==> config.mk <==
export PLATFORM = sky130hd
export DESIGN_NAME = ffm_field_margin
export DESIGN_NICKNAME = d
export VERILOG_FILES = /design/src/ffm_pkg.sv /design/src/ffm_field_margin.sv /design/src/ffm_level_decode.sv
export SDC_FILE = /design/constraint.sdc
export NUM_CORES = 1
export LEC_CHECK = 0
export BUFFER_PORTS_ARGS = -buffer_cell sky130_fd_sc_hd__clkbuf_2
export CAP_MARGIN = 25
export CELL_PAD_IN_SITES_DETAIL_PLACEMENT = 1
export CELL_PAD_IN_SITES_GLOBAL_PLACEMENT = 2
export CORE_ASPECT_RATIO = 2
export CORE_MARGIN = 2
export CORE_UTILIZATION = 44
export CTS_BUF_LIST = sky130_fd_sc_hd__clkbuf_8 sky130_fd_sc_hd__clkbuf_16
export DETAILED_ROUTE_END_ITERATION = 8
export GPL_TIMING_DRIVEN = 1
export PLACE_DENSITY_LB_ADDON = 0.05
export SYNTH_ARGS = -nofsm -noshare
export SYNTH_HDL_FRONTEND = slang
export SYNTH_SLANG_ARGS = --single-unit
==> constraint.sdc <==
create_clock -name clk_i -period 4.29 [get_ports clk_i]
set_input_delay 0.6435 -clock clk_i [delete_from_list [all_inputs] [get_ports clk_i]]
set_output_delay 0.6435 -clock clk_i [all_outputs]
set_load 0.01 [all_outputs]
==> src/ffm_pkg.sv <==
// Purpose: Constants and carriers for the field margin command block
// Assumes: 8-bit register port, byte offsets as listed
// Notes:   Parameter buffer words are 16 bits wide
package ffm_pkg;
   localparam logic [4:0]  OFS_CLKDIV   = 5'h00;
   localparam logic [4:0]  OFS_IDX      = 5'h02;
   localparam logic [4:0]  OFS_CFG      = 5'h04;
   localparam logic [4:0]  OFS_STAT     = 5'h06;
   localparam logic [4:0]  OFS_EEPROM_PROT = 5'h09;
   localparam logic [4:0]  OFS_PARAM_HI = 5'h0a;
   localparam logic [4:0]  OFS_PARAM_LO = 5'h0b;
   localparam logic [4:0]  OFS_MARGIN   = 5'h10;
   localparam logic [7:0]  CMD_FIELD_MARGIN = 8'h0e;
   localparam logic [2:0]  IDX_CMD      = 3'h0;
   localparam logic [2:0]  IDX_LEVEL    = 3'h1;
   localparam logic [1:0]  BLK_EEPROM   = 2'h1;
   localparam logic [15:0] LVL_NORMAL   = 16'h0000;
   localparam logic [15:0] LVL_USER1    = 16'h0001;
   localparam logic [15:0] LVL_USER0    = 16'h0002;
   localparam logic [15:0] LVL_FIELD1   = 16'h0003;
   localparam logic [15:0] LVL_FIELD0   = 16'h0004;
   localparam logic [7:0]  RST_EEPROM_PROT = 8'h00;
   localparam int          BIT_COMPLETE    = 7;
   localparam int          BIT_ACCESS_ERR  = 5;
   localparam int          BIT_PROT_VIOL   = 4;
   localparam int          BIT_RESULT_HI   = 1;
   localparam int          BIT_RESULT_LO   = 0;
   localparam int          BIT_DONE_IRQ_EN = 7;

   typedef enum logic [2:0] {
      MRG_NORMAL, MRG_USER1, MRG_USER0, MRG_FIELD1, MRG_FIELD0
   } ffm_level_e;

   typedef struct packed {
      logic       [7:0] addr;
      logic       [7:0] wdata;
      logic             wr;
      logic             rd;
   } ffm_bus_s;

   typedef struct packed {
      ffm_level_e       level;
      logic             toward_erased;
      logic             toward_programmed;
   } ffm_margin_s;
endpackage : ffm_pkg
==> src/ffm_field_margin.sv <==
// Purpose: Set-field-margin-level command sequencer with its registers
// Assumes: Register port on clk_i; mode pin synchronised here
// Notes:   One command in flight; register writes dropped while busy
// Function
// - Clearing the complete flag launches; margin applied and flag set again on the same edge.
// - EEPROM target applies margin to EEPROM reads only.
// - Program flash target applies margin to both arrays.
// - Level 0..4 decodes normal, user-1, user-0, field-1, field-0.
// - Margin-1 shifts toward erased, margin-0 toward programmed.
// - Index not 1 at launch sets access error, command skipped.
// - Launch in a mode without the command sets access error.
// - Invalid level encoding sets access error.
// - Interrupt request while complete flag and its enable are set.
`timescale 1ns/100ps
`default_nettype none
module ffm_field_margin
   import ffm_pkg::*;
#(
   parameter int SYNC_STAGES = 2
)
(
   input  wire logic                 clk_i,
   input  wire logic                 rst_n_i,
   input  wire logic [7:0]           addr_i,
   input  wire logic [7:0]           wdata_i,
   input  wire logic                 wr_i,
   input  wire logic                 rd_i,
   input  wire logic                 special_mode_i,
   output var  logic [7:0]           rdata_o,
   output var  ffm_pkg::ffm_margin_s pflash_margin_o,
   output var  ffm_pkg::ffm_margin_s eeprom_margin_o,
   output var  logic                 cmd_irq_o
);
   import ffm_pkg::*;

   typedef enum logic [1:0] {
      ST_IDLE,
      ST_CHECK,
      ST_APPLY
   } ffm_state_e;

   typedef struct packed {
      ffm_state_e       state;
      logic [SYNC_STAGES-1:0] mode_sync;
      logic [2:0]       param_slot_index;
      logic [15:0]      slot_cmd;
      logic [15:0]      slot_level;
      logic             command_complete_flag;
      logic             access_error_flag;
      logic             command_done_irq_en;
      logic [7:0]       eeprom_protection;
      logic [7:0]       clkdiv;
      ffm_margin_s      pflash_margin;
      ffm_margin_s      eeprom_margin;
      logic [7:0]       rdata;
      logic             irq;
   } ffm_regs_s;

   // Synchroniser depth the logic can serve
   if (SYNC_STAGES < 2 || SYNC_STAGES > 4)
   begin : g_sync_check
      $error("SYNC_STAGES must lie between 2 and 4");
   end

   // Reset state
   localparam ffm_margin_s MRG_RST = '{MRG_NORMAL, 1'b0, 1'b0};
   localparam ffm_regs_s   REGS_RST = '{
      state:                 ST_IDLE,
      mode_sync:             '0,
      param_slot_index:      3'h0,
      slot_cmd:              16'h0000,
      slot_level:            16'h0000,
      command_complete_flag: 1'b1,
      access_error_flag:     1'b0,
      command_done_irq_en:   1'b0,
      eeprom_protection:     RST_EEPROM_PROT,
      clkdiv:                8'h00,
      pflash_margin:         MRG_RST,
      eeprom_margin:         MRG_RST,
      rdata:                 8'h00,
      irq:                   1'b0
   };

   ffm_regs_s   r;
   ffm_regs_s   next_r;
   ffm_margin_s dec_margin;
   logic        dec_valid;

   ffm_level_decode u_dec (
      .word_i   (r.slot_level),
      .margin_o (dec_margin),
      .valid_o  (dec_valid)
   );

   function automatic logic [15:0] put_byte(input logic [15:0] w, input logic hi,
                                            input logic [7:0] b);
      put_byte = hi ? {b, w[7:0]} : {w[15:8], b};
   endfunction : put_byte

   function automatic logic [7:0] status_byte(input logic done, input logic acc_err);
      status_byte                 = 8'h00;
      status_byte[BIT_COMPLETE]   = done;
      status_byte[BIT_ACCESS_ERR] = acc_err;
      status_byte[BIT_PROT_VIOL]  = 1'b0;
      status_byte[BIT_RESULT_HI]  = 1'b0;
      status_byte[BIT_RESULT_LO]  = 1'b0;
   endfunction : status_byte

   function automatic logic [7:0] margin_byte(input ffm_margin_s ee, input ffm_margin_s pf);
      margin_byte = {1'b0, ee.level, 1'b0, pf.level};
   endfunction : margin_byte

   function automatic logic launch_fault(input logic [2:0] idx,
                                         input logic       mode_ok,
                                         input logic [7:0] code,
                                         input logic       level_ok);
      launch_fault = (idx != IDX_LEVEL)
                     || !mode_ok
                     || (code != CMD_FIELD_MARGIN)
                     || !level_ok;
   endfunction : launch_fault

   always_comb
   begin
      logic [15:0] sel_word;
      sel_word = (r.param_slot_index == IDX_CMD) ? r.slot_cmd : r.slot_level;
      next_r = r;
      // Mode pin synchroniser
      next_r.mode_sync = {r.mode_sync[SYNC_STAGES-2:0], special_mode_i};
      next_r.rdata = 8'h00;

      // Register reads
      if (rd_i)
      begin
         unique case (addr_i[4:0])
            OFS_CLKDIV:   next_r.rdata = r.clkdiv;
            OFS_IDX:      next_r.rdata = {5'h00, r.param_slot_index};
            OFS_CFG:      next_r.rdata = {r.command_done_irq_en, 7'h00};
            OFS_STAT:     next_r.rdata = status_byte(r.command_complete_flag,
                                                     r.access_error_flag);
            OFS_EEPROM_PROT: next_r.rdata = r.eeprom_protection;
            OFS_PARAM_HI: next_r.rdata = sel_word[15:8];
            OFS_PARAM_LO: next_r.rdata = sel_word[7:0];
            OFS_MARGIN:   next_r.rdata = margin_byte(r.eeprom_margin, r.pflash_margin);
            default:      next_r.rdata = 8'h00;
         endcase
      end

      // Register writes, dropped while busy
      if (wr_i && r.command_complete_flag)
      begin
         unique case (addr_i[4:0])
            OFS_CLKDIV: next_r.clkdiv = wdata_i;
            OFS_IDX:    next_r.param_slot_index = wdata_i[2:0];
            OFS_CFG:    next_r.command_done_irq_en = wdata_i[BIT_DONE_IRQ_EN];
            OFS_EEPROM_PROT: next_r.eeprom_protection = wdata_i;
            OFS_PARAM_HI, OFS_PARAM_LO:
            begin
               if (r.param_slot_index == IDX_CMD)
                  next_r.slot_cmd = put_byte(r.slot_cmd, addr_i[0] == 1'b0, wdata_i);
               else if (r.param_slot_index == IDX_LEVEL)
                  next_r.slot_level = put_byte(r.slot_level, addr_i[0] == 1'b0, wdata_i);
            end
            OFS_STAT:
            begin
               if (wdata_i[BIT_ACCESS_ERR])
                  next_r.access_error_flag = 1'b0;
               if (wdata_i[BIT_COMPLETE] && !r.access_error_flag && !wdata_i[BIT_ACCESS_ERR])
               begin
                  next_r.command_complete_flag = 1'b0;
                  next_r.state = ST_CHECK;
               end
            end
            default: ;
         endcase
      end

      // Command sequencer
      unique case (r.state)
         ST_IDLE: ;
         ST_CHECK:
         begin
            if (launch_fault(r.param_slot_index, r.mode_sync[SYNC_STAGES-1],
                             r.slot_cmd[15:8], dec_valid))
            begin
               next_r.access_error_flag = 1'b1;
               next_r.command_complete_flag = 1'b1;
               next_r.state = ST_IDLE;
            end
            else
               next_r.state = ST_APPLY;
         end
         ST_APPLY:
         begin
            if (r.slot_cmd[1:0] == BLK_EEPROM)
               next_r.eeprom_margin = dec_margin;
            else
            begin
               next_r.pflash_margin = dec_margin;
               next_r.eeprom_margin = dec_margin;
            end
            next_r.command_complete_flag = 1'b1;
            next_r.state = ST_IDLE;
         end
      endcase
      next_r.irq = next_r.command_complete_flag && next_r.command_done_irq_en;
   end

   always_ff @(posedge clk_i or negedge rst_n_i)
   begin
      if (!rst_n_i)
         r <= REGS_RST;
      else
         r <= next_r;
   end

   assign rdata_o         = r.rdata;
   assign pflash_margin_o = r.pflash_margin;
   assign eeprom_margin_o = r.eeprom_margin;
   assign cmd_irq_o       = r.irq;
endmodule : ffm_field_margin
`default_nettype wire

==> src/ffm_level_decode.sv <==
// Purpose: Decode a margin level word into a level and read shift
// Assumes: Purely combinational
// Notes:   valid_o low for unknown encodings
`timescale 1ns/100ps
`default_nettype none
module ffm_level_decode
   import ffm_pkg::*;
(
   input  wire logic [15:0]            word_i,
   output var  ffm_pkg::ffm_margin_s   margin_o,
   output var  logic                   valid_o
);
   always_comb
   begin
      margin_o = '{level: MRG_NORMAL, toward_erased: 1'b0, toward_programmed: 1'b0};
      valid_o  = 1'b1;
      unique case (word_i)
         LVL_NORMAL: margin_o.level = MRG_NORMAL;
         LVL_USER1:  margin_o = '{MRG_USER1, 1'b1, 1'b0};
         LVL_USER0:  margin_o = '{MRG_USER0, 1'b0, 1'b1};
         LVL_FIELD1: margin_o = '{MRG_FIELD1, 1'b1, 1'b0};
         LVL_FIELD0: margin_o = '{MRG_FIELD0, 1'b0, 1'b1};
         default:    valid_o = 1'b0;
      endcase
   end
endmodule : ffm_level_decode
`default_nettype wire

==> metrics <==
drt first pass iters=4; worst path required time=around 4.5 ns; All-Layer GR Usage=a little over a fifth; DR vias=between 2000 and 2500; Die W=~70 um; routability cong.=0.776; H-tree level count=3; # Post-CTS Setup Buffers=0; routed wire length=9290 um; final worst setup slack=about 1.6 ns; final hold vios=0; crit path from=addr_i[0]; initial antenna violation count=0; root buf cell=clkbuf_16; LEAKAGE=0.00200 uW; largest net degree at the start of global routing=78; die height=roughly 140 um; IO Count=40; most frequent cells in the layout=76 x dfrtp_1, 54 x mux2_2, 35 x clkbuf_2; Area Overhead vs Synth=12.5%; Critical Path Start Type=primary input; filler cell count=between 800 and 900; RSZ-0062 raised after global routing=false; multi-input logic area=approximately 1700 um^2; Core Box Area=around 8500 um^2; Num Clock Sinks=77; n_diodes=0; cts repair resizes=0; cells after synthesis=about 290; DP Wirelength=around 7000 um; Synthesized Nets=309; Hold Crit Class=primary input to async pin; Final min period=~2.7 ns; Post-CTS Hold Buffers=0; CP peak stage delay=approximately 0.71 ns; crit path kind=primary input to flop; skew final=~0.0061 ns; worst reg2reg path depth=3; Post-synth EDFFs=0; part of the Yosys area used for sequential elements=between 50 and 60%; Final Max Slew Viols=0; Mapped Area=3810 um^2; Final Net Count=328; Num CTS Buffers=9; internal reg-to-reg setup slack=about 2.2 ns; vias per cell=5.96; Initial Util=between 40% and 50%; drt initial violations=121; worst r2r dst=rdata_o[6]$_DFF_PN0_; drt wl/cell=around 23 um; sequential cell area=~1900 um^2; drc violations=0; Reg clk slew, reported paths=0.05 ns; ratio of cells with drive above 1 in the final layout=41.6%; crit path DAT=around 2.9 ns; Worst Setup EP=r[31]$_DFFE_PN0P_; status=complete, no violations; crit-path max FO=18; grt total ovfl=0; Max-Cap Viols=0; Setup TNS Final=0 ns; antenna viol nets, final=0; FMAX=375 MHz; RR Startpoint=r[71]$_DFFE_PN0P_; FFs w/ async S/R, synth=100%; vias in the first global route=approximately 2700; Worst-Margin Slew=around 0.9 ns; num rows=48; period utilisation layout=between 60% and 70%; Setup violations, final=0; worst-path cell chain=clkbuf_2 -> and4bb_4 -> and2b_1 -> nor2b_1 -> mux2_2; Syn Area/Cell=roughly 13 um^2; YS warnings=0; Slew HR=slightly below 40%; most common cell after layout, fill and taps aside=dfrtp_1; worst vdd ir=0.420 mV; top_reg_cell synth=dfrtp_1; die area=approximately 9500 um^2; Clock Path Buffers=2; CTS tree=built; port buffer count=36; Clock Latency Late Sink=approximately 0.33 ns; unique cell type count in the Yosys netlist=56; pre-CTS setup slack=about 1.2 ns; Pwr Density=495 nW/um^2; slowest cell on the critical path=nor2b_1; CP endpoint kind=flop; first-pass GRT wire length=15000 um; synthesis-stage register bit count=between 70 and 80
-- logic make-up (layout without fill, tap and decap cells) --
logic type      after synthesis  count (layout)  synth area share, %
buf+inv                      34              56                 5.62
simple gates                 63              63                 12.1
compound gates               41              41                 8.51
xor+xnor                      1               1                0.230
mux                          68              68                 22.3
fa+ha+maj                     2               2                0.657
flops                        77              77                 50.6
-- stage by stage --
| stage | utilization (%) | cells | cell area (um^2) | hold WS [ns] | power (uW) |
|---|---|---|---|---|---|
| 3_3_place_gp | 46.0 | 393 | 3920 | 0.332 | 1260 |
| 6_report | 50.3 | 408 | 4290 | 0.245 | 2120 |
| 2_1_floorplan | - | 286 | 3810 | 0.331 | 1160 |
| 3_5_place_dp | 46.0 | 393 | 3920 | 0.340 | 1270 |
| 4_1_cts | 49.9 | 407 | 4260 | 0.353 | 2140 |
| 5_1_grt | 50.3 | 408 | 4290 | 0.264 | 2220 |
-- synth_stat cells (3+ instances only) --
library cell | instances | share of area [%]
nand4_1 | 5 | 0.82
and2_1 | 3 | 0.49
nor3_1 | 6 | 0.79
o211ai_1 | 3 | 0.59
a22oi_1 | 3 | 0.59
mux2_2 | 54 | 16
nand3_1 | 6 | 0.79
o2bb2ai_1 | 3 | 0.69
buf_2 | 6 | 0.79
buf_4 | 19 | 3.7
mux2i_1 | 4 | 1.1
nor4_1 | 4 | 0.66
o21a_1 | 3 | 0.59
nand2_1 | 6 | 0.59
dfrtp_1 | 76 | 50
a22o_1 | 10 | 2.3
mux4_2 | 8 | 4.7
inv_1 | 5 | 0.49
nor2_1 | 7 | 0.69
a31o_2 | 3 | 0.69
nor2b_1 | 7 | 1.1
-- how the worst min path moves through the flow --
stage | cells past startpoint | endpoint | from
floorplan | 0 | r[74]$_DFF_PN0_ | next_r[74]$_DFF_PN0_
global placement | 0 | r[74]$_DFF_PN0_ | next_r[74]$_DFF_PN0_
detailed placement | 0 | r[74]$_DFF_PN0_ | next_r[74]$_DFF_PN0_
CTS | 0 | r[74]$_DFF_PN0_ | next_r[74]$_DFF_PN0_
global route | 1 | rdata_o[7]$_DFF_PN0_ | rst_n_i
finish | 1 | r[35]$_DFF_PN0_ | rst_n_i
-- metal layers --
layer	routed length, um	track usage [%]	vias to the layer above
li1	-	-	1096
met1	3450	23.7	1273
met2	5320	38.3	44
met3	254	3.50	18
met4	265	9.83	0
met5	0	0	-
-- worst max-delay path: cells and delay by family --
family        cells  cell delay [ns]
simple gates      3             1.39
buf+inv           1             0.43
mux               1             0.41
-- layout make-up --
type                    count  share of cell area [%]
clock buffers              10                    5.58
inverters                   5                   0.438
repair buffers             37                    4.90
clock inverters             4                    2.28
flip-flops and latches     77                    45.0
multi-input cells         175                    38.9
well taps                 100                    2.92
-- report_power, final --
group | internal, uW | switching, uW
clock | 577 | 288
sequential | 827 | 82.2
combinational | 164 | 183
-- sequential cells by signal (all words and copies together) (netlist names) --
register	cells
eeprom_margin_o	5
pflash_margin_o	5
cmd_irq_o	1
next_r	1
rdata_o	8
r	57
(Power assumes the default switching activity.)
